--- config.mk ---
export PLATFORM = sky130hd
export DESIGN_NAME = rx_events
export DESIGN_NICKNAME = d
export VERILOG_FILES = /design/src/rx_events_pkg.sv /design/src/rx_events.sv
export SDC_FILE = /design/constraint.sdc
export NUM_CORES = 1
export LEC_CHECK = 0
export BUFFER_PORTS_ARGS = -buffer_cell sky130_fd_sc_hd__buf_2
export CORE_ASPECT_RATIO = 0.9
export CORE_MARGIN = 3
export CORE_UTILIZATION = 50
export DETAILED_ROUTE_END_ITERATION = 16
export PLACE_DENSITY = 0.72
export SYNTH_ARGS = -nofsm -noshare
export SYNTH_HDL_FRONTEND = slang
export SYNTH_SLANG_ARGS = --single-unit
--- constraint.sdc ---
create_clock -name clock -period 3 [get_ports clock]
set_input_delay 0.6 -clock clock [delete_from_list [all_inputs] [get_ports clock]]
set_output_delay 0.6 -clock clock [all_outputs]
set_load 0.02 [all_outputs]
--- src/rx_events_pkg.sv ---
// constants and types for the receiver reset, subcode and event block
package rx_events_pkg;

   // ****************************************
   // register offsets
   // ****************************************
   localparam logic [4:0] OFS_POWER_DOWN_CONTROL = 5'h00;
   localparam logic [4:0] OFS_RX_STATUS0         = 5'h05;
   localparam logic [4:0] OFS_RX_STATUS1         = 5'h06;
   localparam logic [4:0] OFS_SUBCODE_FIRST      = 5'h11;
   localparam logic [4:0] OFS_SUBCODE_LAST       = 5'h1a;

   // ****************************************
   // power down control fields and reset value
   // ****************************************
   localparam int          POS_SOFT_INIT   = 0;
   localparam int          POS_RECOV_SLEEP = 1;
   localparam int          POS_XTAL_LO     = 2;
   localparam int          POS_XTAL_HI     = 3;
   localparam int          POS_EXT_CLOCK   = 4;
   localparam logic [7:0] PDC_WRITE_MASK  = 8'h1f;
   localparam logic [7:0] PDC_RESET       = 8'h03;

   // ****************************************
   // subcode framing
   // ****************************************
   localparam logic [4:0] SYNC_ZERO_MIN   = 5'h10;
   localparam logic [4:0] START_DIST_MIN  = 5'h08;
   localparam logic [4:0] START_DIST_MAX  = 5'h10;
   localparam logic [4:0] Q_BIT_DIST      = 5'h01;
   localparam int          Q_BITS          = 80;
   localparam logic [6:0] Q_BITS_LAST     = 7'h4f;
   localparam int          SUBCODE_BYTES   = 10;

   // ****************************************
   // channel status fields
   // ****************************************
   localparam int          CS_PRO_POS      = 0;
   localparam int          CS_AUDIO_POS    = 1;
   localparam logic [2:0] EMPH_CONSUMER   = 3'h1;
   localparam logic [2:0] EMPH_PRO        = 3'h3;
   localparam int          CS_BITS         = 40;

   // ****************************************
   // types
   // ****************************************
   typedef enum logic {
      Q_HUNT    = 1'b0,
      Q_COLLECT = 1'b1
   } qstate_t;

   // receiver status 0, msb first as it reads
   typedef struct packed {
      logic lock_loss;
      logic check_err;
      logic compressed;
      logic validity;
      logic nonaudio;
      logic rate_emph_change;
      logic cstatus_change;
      logic subcode_change;
   } status0_t;

   // one decoded sub-frame from the receiver front end
   typedef struct packed {
      logic strobe;
      logic parity_err;
      logic biphase_err;
      logic validity;
   } subframe_t;

   // one channel status block
   typedef struct packed {
      logic                strobe;
      logic [CS_BITS-1:0] bits;
      logic [7:0]          byte0_ch1;
      logic [7:0]          byte0_ch2;
   } cs_block_t;

endpackage : rx_events_pkg

--- src/rx_events.sv ---
// reset control, q-subcode capture and receiver event flags
`timescale 1ns/1ps
module rx_events
   import rx_events_pkg::*;
(
   // clock and reset
   input  wire logic        clock,
   input  wire logic        resetn,
   // power-down pin
   input  wire logic        chip_powerdown_pin,
   // register port
   input  wire logic        reg_wr,
   input  wire logic        reg_rd,
   input  wire logic [4:0]  reg_addr,
   input  wire logic [7:0]  reg_wdata,
   output logic      [7:0]  reg_rdata,
   output logic             reg_rvalid,
   // receiver front end
   input  wire logic        ubit_strobe,
   input  wire logic        ubit,
   input  wire subframe_t   subframe,
   input  wire cs_block_t   cs_block,
   input  wire logic        pll_unlock,
   input  wire logic        nonlinear_stream_flag,
   input  wire logic        cd_surround_stream_flag,
   input  wire logic [3:0]  sample_rate_code,
   input  wire logic        channel_select_bit,
   // interrupt masks
   input  wire logic [7:0]  irq0_mask,
   input  wire logic [7:0]  irq1_mask,
   // interrupt pins and outputs to the clock and audio logic
   output logic      [1:0]  irq_pins,
   output logic             xtal_clk_en,
   output logic             pll_clk_en,
   output logic             recovery_init,
   output logic             serial_audio_out_low,
   output logic             timing_reset
);

   // ****************************************
   // power-down pin filter
   // ****************************************
   logic [2:0]   pd_sync_ff;
   logic         pd_active_ff;

   always_ff @(posedge clock or negedge resetn) begin
      if (!resetn) begin
         pd_sync_ff <= 3'h0;
      end else begin
         pd_sync_ff <= {pd_sync_ff[1:0], chip_powerdown_pin};
      end
   end

   always_ff @(posedge clock or negedge resetn) begin
      if (!resetn) begin
         pd_active_ff <= 1'b1;
      end else if (pd_sync_ff[2] == pd_sync_ff[1]) begin
         pd_active_ff <= ~pd_sync_ff[2];
      end
   end

   // ****************************************
   // power down control register
   // ****************************************
   logic [7:0]   pdc_ff;
   logic         soft_init;
   logic         recov_sleep;
   logic         logic_clr;
   logic         wr_ok;
   logic         rd_ok;

   assign soft_init   = pdc_ff[POS_SOFT_INIT];
   assign recov_sleep = pdc_ff[POS_RECOV_SLEEP];
   assign logic_clr   = pd_active_ff | ~soft_init;
   assign wr_ok       = reg_wr & ~pd_active_ff;
   assign rd_ok       = reg_rd & ~pd_active_ff;

   // only control fields are writable, so soft-init never blocks them
   always_ff @(posedge clock or negedge resetn) begin
      if (!resetn) begin
         pdc_ff <= PDC_RESET;
      end else if (pd_active_ff) begin
         pdc_ff <= PDC_RESET;
      end else if (wr_ok && reg_addr == OFS_POWER_DOWN_CONTROL) begin
         pdc_ff <= reg_wdata & PDC_WRITE_MASK;
      end
   end

   // ****************************************
   // clock and audio controls
   // ****************************************
   always_ff @(posedge clock or negedge resetn) begin
      if (!resetn) begin
         xtal_clk_en          <= 1'b0;
         pll_clk_en           <= 1'b0;
         recovery_init        <= 1'b1;
         serial_audio_out_low <= 1'b1;
         timing_reset         <= 1'b1;
      end else begin
         xtal_clk_en          <= ~pd_active_ff;
         pll_clk_en           <= ~pd_active_ff & recov_sleep;
         recovery_init        <= pd_active_ff | ~recov_sleep;
         serial_audio_out_low <= logic_clr;
         timing_reset         <= logic_clr;
      end
   end

   // ****************************************
   // q-subcode framing
   // ****************************************
   qstate_t      qstate_ff;
   logic [4:0]   zero_run_ff;
   logic [4:0]   dist_ff;
   logic [6:0]   qcnt_ff;
   logic [Q_BITS-1:0] qshift_ff;
   logic [Q_BITS-1:0] qstore_ff;
   logic [4:0]   nxt_dist;
   logic         q_done;

   assign nxt_dist = dist_ff + 5'h01;
   assign q_done   = ubit_strobe && qstate_ff == Q_COLLECT && nxt_dist == Q_BIT_DIST && qcnt_ff == Q_BITS_LAST;

   always_ff @(posedge clock or negedge resetn) begin
      if (!resetn) begin
         qstate_ff   <= Q_HUNT;
         zero_run_ff <= 5'h00;
         dist_ff     <= 5'h00;
         qcnt_ff     <= 7'h00;
         qshift_ff   <= '0;
      end else if (logic_clr) begin
         qstate_ff   <= Q_HUNT;
         zero_run_ff <= 5'h00;
         dist_ff     <= 5'h00;
         qcnt_ff     <= 7'h00;
      end else if (ubit_strobe) begin
         unique case (qstate_ff)
            Q_HUNT: begin
               if (!ubit) begin
                  if (zero_run_ff != SYNC_ZERO_MIN) begin
                     zero_run_ff <= zero_run_ff + 5'h01;
                  end
               end else if (zero_run_ff == SYNC_ZERO_MIN) begin
                  qstate_ff   <= Q_COLLECT;
                  zero_run_ff <= 5'h00;
                  dist_ff     <= 5'h00;
                  qcnt_ff     <= 7'h00;
               end else begin
                  zero_run_ff <= 5'h00;
               end
            end
            Q_COLLECT: begin
               if (nxt_dist == Q_BIT_DIST) begin
                  qshift_ff <= {ubit, qshift_ff[Q_BITS-1:1]};
                  qcnt_ff   <= qcnt_ff + 7'h01;
                  dist_ff   <= nxt_dist;
                  if (q_done) begin
                     qstate_ff <= Q_HUNT;
                  end
               end else if (ubit && nxt_dist >= START_DIST_MIN) begin
                  dist_ff <= 5'h00;
               end else if (nxt_dist >= START_DIST_MAX) begin
                  qstate_ff <= Q_HUNT;
                  dist_ff   <= 5'h00;
               end else begin
                  dist_ff <= nxt_dist;
               end
            end
         endcase
      end
   end

   logic [Q_BITS-1:0] qnew;
   logic              q_differs;

   assign qnew      = {ubit, qshift_ff[Q_BITS-1:1]};
   assign q_differs = q_done && qnew != qstore_ff;

   always_ff @(posedge clock or negedge resetn) begin
      if (!resetn) begin
         qstore_ff <= '0;
      end else if (logic_clr) begin
         qstore_ff <= '0;
      end else if (q_done) begin
         qstore_ff <= qnew;
      end
   end

   // ****************************************
   // receiver event flags
   // ****************************************
   status0_t     st0_ff;
   logic [3:0]   rate_ff;
   logic         emph_ff;
   logic         stream_nl_ff;
   logic         stream_cd_ff;
   logic [CS_BITS-1:0] cs_prev_ff;
   logic [7:0]   cs_byte0;
   logic         nxt_emph;
   logic         rd_clear;
   logic         rate_emph_set;
   logic         cs_set;
   logic         par_set;

   assign rd_clear = rd_ok && reg_addr == OFS_RX_STATUS0;
   assign cs_byte0 = channel_select_bit ? cs_block.byte0_ch2 : cs_block.byte0_ch1;
   assign nxt_emph = cs_block.strobe ? (cs_byte0[CS_PRO_POS] ? cs_byte0[4:2] == EMPH_PRO
                                                             : cs_byte0[5:3] == EMPH_CONSUMER)
                                     : emph_ff;
   assign rate_emph_set = sample_rate_code != rate_ff || nxt_emph != emph_ff;
   assign cs_set   = cs_block.strobe && cs_block.bits != cs_prev_ff;
   assign par_set  = subframe.strobe && (subframe.parity_err || subframe.biphase_err);

   always_ff @(posedge clock or negedge resetn) begin
      if (!resetn) begin
         rate_ff      <= 4'h0;
         emph_ff      <= 1'b0;
         stream_nl_ff <= 1'b0;
         stream_cd_ff <= 1'b0;
         cs_prev_ff   <= '0;
      end else if (logic_clr) begin
         rate_ff      <= 4'h0;
         emph_ff      <= 1'b0;
         stream_nl_ff <= 1'b0;
         stream_cd_ff <= 1'b0;
         cs_prev_ff   <= '0;
      end else begin
         rate_ff      <= sample_rate_code;
         emph_ff      <= nxt_emph;
         stream_nl_ff <= nonlinear_stream_flag;
         stream_cd_ff <= cd_surround_stream_flag;
         if (cs_block.strobe) begin
            cs_prev_ff <= cs_block.bits;
         end
      end
   end

   always_ff @(posedge clock or negedge resetn) begin
      if (!resetn) begin
         st0_ff <= '0;
      end else if (logic_clr) begin
         st0_ff <= '0;
      end else begin
         st0_ff.lock_loss  <= pll_unlock;
         st0_ff.compressed <= nonlinear_stream_flag | cd_surround_stream_flag;
         if (subframe.strobe) begin
            st0_ff.validity <= subframe.validity;
         end
         if (cs_block.strobe) begin
            st0_ff.nonaudio <= cs_byte0[CS_AUDIO_POS];
         end
         // set wins over the clear of the same read
         st0_ff.check_err        <= par_set | (st0_ff.check_err & ~rd_clear);
         st0_ff.rate_emph_change <= rate_emph_set | (st0_ff.rate_emph_change & ~rd_clear);
         st0_ff.cstatus_change   <= cs_set | (st0_ff.cstatus_change & ~rd_clear);
         st0_ff.subcode_change   <= q_differs | (st0_ff.subcode_change & ~rd_clear);
      end
   end

   // ****************************************
   // interrupt pins
   // ****************************************
   always_ff @(posedge clock or negedge resetn) begin
      if (!resetn) begin
         irq_pins <= 2'h0;
      end else if (logic_clr) begin
         irq_pins <= 2'h0;
      end else begin
         irq_pins[0] <= |(st0_ff & ~irq0_mask);
         irq_pins[1] <= |(st0_ff & ~irq1_mask);
      end
   end

   // ****************************************
   // register read
   // ****************************************
   logic [7:0]   rd_mux;
   logic [4:0]   sub_idx;

   assign sub_idx = reg_addr - OFS_SUBCODE_FIRST;

   always_comb begin
      rd_mux = 8'h00;
      if (reg_addr == OFS_POWER_DOWN_CONTROL) begin
         rd_mux = pdc_ff;
      end else if (reg_addr == OFS_RX_STATUS0) begin
         rd_mux = st0_ff;
      end else if (reg_addr == OFS_RX_STATUS1) begin
         rd_mux = {1'b0, stream_cd_ff, stream_nl_ff, emph_ff, rate_ff};
      end else if (reg_addr >= OFS_SUBCODE_FIRST && reg_addr <= OFS_SUBCODE_LAST) begin
         rd_mux = qstore_ff[sub_idx*8 +: 8];
      end
   end

   always_ff @(posedge clock or negedge resetn) begin
      if (!resetn) begin
         reg_rdata  <= 8'h00;
         reg_rvalid <= 1'b0;
      end else begin
         reg_rvalid <= rd_ok;
         if (rd_ok) begin
            reg_rdata <= rd_mux;
         end
      end
   end

endmodule : rx_events

* Word level (Yosys, flattened, before mapping) *
Index checks and enable logic that the tools add are counted.

storage, ports and cells
  word-level logic and storage cells = 154
  output and inout port bits = 16
  bits in registers = 260
  input bits = 105

cells by class
  equal/unequal tests = 17
  $add $sub $neg = 4
  $lt $le $gt $ge = 4
  bitwise logic cells = 25
  reductions and logical operators = 25
  multiplexer cells = 49
  shift-type cells = 1

operators with widths
  cell                   number
  $mux W80               2
  $mux W40               2
  $ne A80 B80 Y1         1
  $shiftx A80 B9 Y8      1
  $mux W5                12
  $mux W8                7
  $ne A40 B40 Y1         1
  $mux W7                5
  $and A8 B8 Y8          2
  $not A8 Y8             2
  $reduce_or A8 Y1       2
  $mux W1                15
  $pmux W7 S2            1
  $add A5 B1 Y5 const B  2
  $eq A5 B3 Y1 const B   2
  $ge A5 B5 Y1 const B   2
  $logic_and A1 B1 Y1    10
  $pmux W5 S2            1
  $reduce_bool A2 Y1     5
  $reduce_and A4 Y1      2
  $add A7 B1 Y7 const B  1
  $and A1 B1 Y1          7
  $eq A7 B7 Y1 const B   1
  $not A1 Y1             7
  other kinds (23)       32

* Depth between registers and ports, before layout *
Gate-level depths: netlist of run 1.

  depth after elaboration = 9
  mapped depth = 9
  depth with buffers taken out = 7

* Worst setup path after synthesis of run 1 *
No wires, ideal clock.

  path kind = input-to-reg
  from = input reg_addr[0]
  to = register reg_rdata[1]
  setup time = 0.121 ns
  stages = 9
  arrival = 2.806 ns
  required time = 2.879 ns
  path slack = 0.073 ns
  path buffers = 2
  cells stage by stage = buf_4 > inv_1 > ha_1 > xor2_1 > buf_4 > mux4_2 > mux2_2 > o211ai_1 > nand2_1

on the way
  cells in the longest elaborated chain, start to end = 6
  elaborated cells on any way between the ends = 12
  those cells by class = add/sub: 1; order compare: 2; eq/ne: 2; shift: 1; mux: 4; reduce/logical: 2

ends and longest elaborated chain
  element                                                          line                                RTL
  start, declared                                                  rx_events.sv:14                     input wire logic [4:0] reg_addr,
  $sub A5 B5 Y5 (tied with other cells)                            rx_events.sv:279                    assign sub_idx = reg_addr - OFS_SUBCODE_FIRST;
  $shiftx A80 B9 Y8 / $logic_and A1 B1 Y1 (equally long branches)  rx_events.sv:290, rx_events.sv:289
  $mux W8                                                          rx_events.sv:289                    end else if (reg_addr >= OFS_SUBCODE_FIRST && reg_addr <= OFS_SUBCODE_LAST) begin
  $mux W8                                                          rx_events.sv:287                    end else if (reg_addr == OFS_RX_STATUS1) begin
  $mux W8                                                          rx_events.sv:285                    end else if (reg_addr == OFS_RX_STATUS0) begin
  $mux W8 (*)                                                      rx_events.sv:283                    if (reg_addr == OFS_POWER_DOWN_CONTROL) begin
  end signal, assigned                                             rx_events.sv:301                    reg_rdata <= rd_mux;
  end, declared                                                    rx_events.sv:16                     output logic [7:0] reg_rdata,

Mark *: on every way between the ends. The rest lies on a longest branch, timed or not.
A chain may end at the register's enable or synchronous reset.

* Worst setup path in the final report of run 1 *
  from = register dist_ff[1]
  to = register qshift_ff[23]

on the way
  cells in the longest elaborated chain, start to end = 3

ends and longest elaborated chain
  element                      line              RTL
  start, declared              rx_events.sv:113  logic [4:0] dist_ff;
  start signal, assigned       rx_events.sv:155  dist_ff <= nxt_dist;
  start signal, assigned       rx_events.sv:165  dist_ff <= nxt_dist;
  $add A5 B1 Y5                rx_events.sv:120  assign nxt_dist = dist_ff + 5'h01;
  $eq A5 B1 Y1                 rx_events.sv:152  if (nxt_dist == Q_BIT_DIST) begin
  $reduce_and A4 Y1 (no line)  -
  end signal, assigned         rx_events.sv:153  qshift_ff <= {ubit, qshift_ff[Q_BITS-1:1]};
  end, declared                rx_events.sv:115  logic [Q_BITS-1:0] qshift_ff;

Every way passes these cells.

==> results of run 1 <==
==> cell families (layout without fill, tap and decap cells) <==
logic type / count (synthesis) / count (layout)
flip-flops: 256 / 256
multiplexers: 155 / 155
AND/OR/NAND/NOR: 207 / 207
XOR/XNOR: 130 / 130
adder cells (fa/ha/maj): 9 / 9
AO/OA/AOI/OAI: 181 / 181
buffers and inverters: 76 / 210
==> power by group through the flow <==
stage	Clock [mW]	Combinational [mW]	Sequential [mW]
detailed placement	0	0.646	3.66
finish	3.46	0.644	3.60
global route	3.70	0.713	3.60
global placement	0	0.635	3.66
floorplan	0	0.335	3.67
CTS	3.54	0.649	3.60
==> routing by layer <==
layer,GRT usage [%],routed length [µm],up-vias
met2,32.60,13110,246
met1,33.71,13240,4351
met3,3.322,1789,42
met4,4.215,522,0
met5,0,0,-
li1,-,-,3926
==> worst paths after layout <==
kind / startpoint / to / slack, ns / depth (start not counted)
setup / recovery: dist_ff[1] / qshift_ff[23] / 0.55 / 6
hold / removal: resetn / pd_sync_ff[2] / 0.04 / 1
setup reg to reg: dist_ff[1] / qshift_ff[23] / 0.55 / 6
hold reg to reg: pd_sync_ff[0] / pd_sync_ff[1] / 0.35 / 0
max in group asynchronous: resetn / cs_prev_ff[34] / 2.10 / 3
min in group clock: chip_powerdown_pin / pd_sync_ff[0] / 0.20 / 1
==> worst max-delay path, cell delays in order, from the launching register on <==
cell	delay, ns
dfrtp_1	0.42
ha_1	0.27
xnor2_1	0.21
a31oi_2	0.20
nor4_4	0.37
buf_12	0.41
mux2_2	0.40
==> cell type report <==
| cell class | count | area (µm²) | share of cell area [%] |
|---|---|---|---|
| Timing Repair Buffer | 137 | 868.3 | 6.082 |
| Tap cell | 302 | 377.9 | 2.647 |
| Sequential cell | 256 | 6412 | 44.91 |
| Clock inverter | 8 | 126.4 | 0.8851 |
| Inverter | 25 | 93.84 | 0.6573 |
| Multi-Input combinational cell | 682 | 5584 | 39.11 |
| Clock buffer | 40 | 814.5 | 5.705 |
==> registers in the layout, indices dropped and copies added (netlist names), 7 cells and up <==
register,flops
qstore_ff,80
qshift_ff,79
cs_prev_ff,40
reg_rdata,8
st0_ff,8
qcnt_ff,7
==> placed cells by master, fill, tap and decap left out, types with 4 or more instances in the layout <==
master,Yosys,routed
dfrtp_1,251,251
nor4_1,34,34
o21ai_0,20,20
mux2i_1,56,56
clkinv_2,0,4
nor2_1,50,49
a21oi_1,36,36
and3_1,4,4
a211oi_1,5,5
a22o_1,80,80
xnor2_1,17,17
nor2b_1,5,4
clkbuf_16,0,27
inv_1,24,24
or3_1,5,5
clkbuf_8,0,9
buf_12,0,9
nand2_1,40,40
ha_1,9,9
o211ai_1,5,5
dfstp_2,5,5
and2_1,10,10
xor2_1,113,112
nand4_1,15,15
nand2b_1,5,5
o31ai_1,6,6
buf_4,5,15
buf_2,18,112
mux4_2,16,16
o22ai_1,9,9
mux2_2,83,83
or4_1,4,4
nand3_1,15,15
clkbuf_1,22,4
==> stage by stage <==
stage                     hold slack, ns  util, %  worst slack [ns]  cells  power [mW]
after floorplan                   0.3044        -           0.07317   1014       4.003
after global placement            0.3374    56.18            0.3089   1402       4.292
after detailed placement          0.3358    56.18            0.2776   1402       4.306
after CTS                        0.07060    60.14            0.5415   1450       7.785
after global routing             0.07712    60.14            0.3564   1450       8.020
final                            0.04340    60.14            0.5548   1450       7.706
==> out/qor.csv, run 1 <==
metric,value,unit
status,"complete, no violations",
peakVddDrop,0.3644,mV
clk-insertion-delay-late,0.52,ns
async_flop_share,100.0,%
p_per_area,539.7,nW/µm²
synth-edff-count,0,
start_kind,flip-flop,
syn-num-nets,1128,
setup_viol,0,
fin_crit,2.445,ns
grt_max_degree,80,
end_kind,flip-flop,
switching_share,23.24,%
die_h,154.8,µm
rows,53,
drt_iter0_drc,805,
ant_nets,0,
vias,8565,
finalSetupTns,0,ns
antenna_found_initial,0,
synthFlopType,dfrtp_1,
path_clk_slew,0.06,ns
cts.sinks,256,
min_path_type,primary input to async pin,
synth_top_area_share,51.06,%
clock_power_share,45.0,%
grt_pass1_wl,46.02,mm
wirelength,28.67,mm
drtPass1Iterations,5,
power_frac_seq,46.7,%
pin_count,121,
die_w,171.3,µm
synth_top_family_by_area,multiplexers,
ys_top_cells_by_count,"251 x dfrtp_1, 113 x xor2_1, 83 x mux2_2",
power.internal,5.915,mW
cap_violations,0,
combPwrFrac,8.4,%
clock_skew,0.007657,ns
worst_pin_slew,0.7182,ns
cts_hold_buffers,0,
synthCells,1014,
worst-path-max-fanout,79,
switching_power,1.790,mW
critPathArrivalTime,2.85,ns
fp.dieArea,26520,µm²
finalHoldViolations,0,
ctsRootBufferMaster,clkbuf_16,
diodes,0,
yosysWarnings,0,
synthesis.area,12300,µm²
synthAdderAreaFrac,0.9155,%
placed_area,13340,µm²
fin_crit_sh,81.51,%
timing.fmax,0.4090,GHz
synth_area_leaders,"dfrtp_1 51%, xor2_1 8.0%, mux2_2 7.6%",
core,23740,µm²
yosysUniqueCellTypes,58,
clockBufferDepth,3,
cts-resized-gates,0,
portBuffers,113,
drive_gt1_share,26.31,%
synth_area_leader_cell,dfrtp_1,
cts_buffers,27,
rsz0062_at_grt,false,
slew_headroom,51.68,%
initial_core_util,51.81,%
yosys.area_share.simple,9.165,%
synth_compound_area_share,10.79,%
yosys.cell_count.top_type,dfrtp_1,
stdcell_area,14280,µm²
cts_tree,built,
final_max_slew_viol_count,0,
synthToLayoutAreaGrowth,16.07,%
post_cts_buffers,0,
drc,0,
synth_mux_area_share,15.08,%
gp_congestion,0.8459,
crit_required,3.40,ns
wl_per_cell,19.77,µm
dp.final_hpwl,19.91,mm
crit_type,flip-flop to flip-flop,
vias_per_cell,5.907,
overflow,0,
ys_seq_area_share,52.13,%
grt_pass1_vias,8378,
ys_ff_latch,256,
fillers,1905,
groute.usage.overall,21.68,%
p_leak,7.313,nW
avgSynthCellArea,12.13,µm²
synth_xor_area_share,9.256,%
htreeDepth,1,
nNetsFinal,1243,
Note: power is estimated with default switching activity, not from simulation.
==> inputs of run 2 (changes only) <==
PLACE_DENSITY = 0.75   (was 0.72)
clock period = 2.05 ns   (was 3 ns; I/O delays follow)
==> out/qor.csv, run 2 (same netlist as run 1, synthesis figures left out) <==
metric,value,unit,change
timing.fmax,0.4523,GHz,+11%
peakVddDrop,0.6668,mV,+83%
drt_iter0_drc,1010,,+25%
antenna_found_initial,1,,+1
gp_congestion,0.9155,,+8.2%
holdPathStages,2,,
switching_share,23.79,%,+0.55 points
reg2reg_slack,-0.16,ns,-0.72 ns
reg_top3,"qstore_ff x80, qshift_ff x79, cs_prev_ff x40",,
drc,0,,unchanged
clock_skew,0.02372,ns,+0.01607 ns
cts_buffers,27,,unchanged
fin_crit_sh,107.9,%,+26 points
largest_register_ff_count,80,,unchanged
rsz0062_at_grt,true,,
ant_nets,0,,unchanged
switching_power,2.777,mW,+55%
drive_gt1_share,34.63,%,+8.3 points
crit_required,2.52,ns,-0.88 ns
synthToLayoutAreaGrowth,29.51,%,
diodes,0,,unchanged
wirelength,34.95,mm,+22%
drtPass1Iterations,5,,unchanged
initial_core_util,51.81,%,unchanged
slowest_delay,0.44,ns,+0.02 ns
finalSetupTns,-15.29,ns,-15.29 ns
fin_ws,-0.1610,ns,-0.7159 ns
overflow,0,,unchanged
stdcell_area,15930,µm²,+12%
grt_max_degree,56,,-30%
end_kind,flip-flop,,
worstHoldStart,pll_unlock,,
path_clk_slew,0.06,ns,about the same
combPwrFrac,9.3,%,+0.9 points
busiest_layer,met2,,
grt_use_met3,6.159,%,+2.8 points
power_frac_seq,45.1,%,-1.6 points
crit_type,flip-flop to flip-flop,,
htreeDepth,1,,unchanged
fp.dieArea,26520,µm²,unchanged
vias,9388,,+9.6%
grt_pass1_vias,9223,,+10%
rows,53,,unchanged
portBuffers,113,,unchanged
finalHoldViolations,0,,unchanged
vias_per_cell,6.026,,+2.0%
min_to,st0_ff[7],,
final_common_cell,dfrtp_1,,
reg2reg_depth,9,,+3
regArea,6414,µm²,about the same
slew_headroom,62.36,%,+11 points
dp.final_hpwl,22.65,mm,+14%
cap_violations,0,,unchanged
ctsRootBufferMaster,clkbuf_16,,
clk-insertion-delay-late,0.54,ns,+0.02 ns
start_kind,flip-flop,,
grt_pass1_wl,50.89,mm,+11%
worst_pin_slew,0.5595,ns,-0.1587 ns
timing.rr.start,dist_ff[0],,
die_h,154.8,µm,unchanged
placed_area,14170,µm²,+6.2%
wl_per_cell,22.43,µm,+13%
worst-path-max-fanout,7,,-91%
crit_slowest_cell,dfrtp_2,,
clock_power_share,45.7,%,+0.7 points
grt.met1_usage,34.65,%,+0.94 points
crit_path_frequent_cell,buf_6,,
use_met2,37.02,%,+4.4 points
die_w,171.3,µm,unchanged
power.internal,8.900,mW,+50%
core,23740,µm²,unchanged
nNetsFinal,1350,,+8.6%
violations,negative setup slack,,
cts_tree,built,,
min_path_type,primary input to flip-flop,,
final_cell_mix,"250 x dfrtp_1, 112 x xor2_1, 112 x buf_2",,
fillers,1662,,-13%
final_max_slew_viol_count,0,,unchanged
p_per_area,733.0,nW/µm²,+36%
setup_viol,161,,+161
multi_input_area,6062,µm²,+8.6%
r2r-end,qstore_ff[23],,
clockBufferDepth,3,,unchanged
critPathArrivalTime,2.68,ns,-0.17 ns
regMostFlops,qstore_ff,,
pin_count,121,,unchanged
status,finished with violations,,
p_leak,8.045,nW,+10%
path_cells,ha_4 -> xnor2_4 -> a31oi_4 -> nor4_4 -> buf_6 -> nor2b_4 -> buf_6 -> clkbuf_16 -> a22o_1,,
cts.sinks,256,,unchanged
fin_crit,2.211,ns,-0.2341 ns
groute.usage.overall,24.25,%,+2.6 points
==> run 2: cell types whose count changed in the layout (fill, tap and decap cells not counted), moves of 7 or more <==
| cell | previous run | this run |
|---|---|---|
| clkbuf_8 | 9 | 2 |
| mux2_4 | 0 | 65 |
| mux2_2 | 83 | 18 |
| buf_4 | 15 | 89 |
| buf_6 | 0 | 11 |
| clkbuf_16 | 27 | 36 |
==> run 2: critical path: cells and delay by family (launching register included) <==
kind | cells | cell delay (ns)
compound gates | 2 | 0.27
xor+xnor | 1 | 0.15
fa+ha+maj | 1 | 0.21
buf+inv | 3 | 0.54
flops | 1 | 0.44
simple gates | 2 | 0.51
==> run 2: how the worst max path moves through the flow <==
stage	from	to	slack, ns	cells after the start
2_1_floorplan	reg_addr[0]	reg_rdata[1]	-0.36	9
3_3_place_gp	reg_addr[0]	reg_rdata[0]	-0.30	8
3_5_place_dp	reg_addr[0]	reg_rdata[0]	-0.37	8
4_1_cts	dist_ff[0]	qshift_ff[38]	-0.14	7
5_1_grt	dist_ff[0]	st0_ff[0]	-0.21	11
6_report	dist_ff[0]	qstore_ff[23]	-0.16	9
==> run 2: final cells by class <==
class	count	share of cell area, %
flip-flops and latches	256	40.26
multi-input cells	683	38.05
repair buffers	243	12.64
clock buffers	35	4.555
well taps	302	2.372
clock inverters	14	1.508
inverters	25	0.6126
==> run 2: power groups by stage <==
| stage | Sequential, mW | Clock [mW] | Combinational (mW) |
|---|---|---|---|
| 2_1_floorplan | 5.37 | 0 | 0.510 |
| 3_3_place_gp | 5.35 | 0 | 1.00 |
| 4_1_cts | 5.26 | 5.38 | 1.03 |
| 5_1_grt | 5.27 | 5.59 | 1.18 |
| 3_5_place_dp | 5.35 | 0 | 1.02 |
| 6_report | 5.26 | 5.33 | 1.08 |
==> run 2: per-stage QoR <==
step | instances | setup slack (ns) | power [mW] | hold WS (ns) | util [%]
detailed placement | 1476 | -0.3715 | 6.369 | 0.3484 | 59.68
global placement | 1476 | -0.3002 | 6.347 | 0.3539 | 59.68
CTS | 1537 | -0.1386 | 11.68 | 0.06387 | 64.70
global route | 1558 | -0.2142 | 12.05 | 0.07484 | 67.10
finish | 1558 | -0.1610 | 11.68 | 0.07938 | 67.10
floorplan | 1014 | -0.3590 | 5.879 | 0.1144 | -
==> run 2: what timing repair did <==
item,in CTS,in global routing
hold buffers,2,0
endpoints found under the setup margin,167,168
setup buffers,7,8
pin swaps,10,13
gates resized for setup,21,53
endpoints found under the hold margin,43,0
gates cloned,3,13
==> run 2: per-layer routing <==
layer / up-vias / routed length [µm]
li1: 4150 / -
met1: 4702 / 14600
met2: 424 / 16100
met3: 112 / 2990
met4: 0 / 1258
met5: - / 0
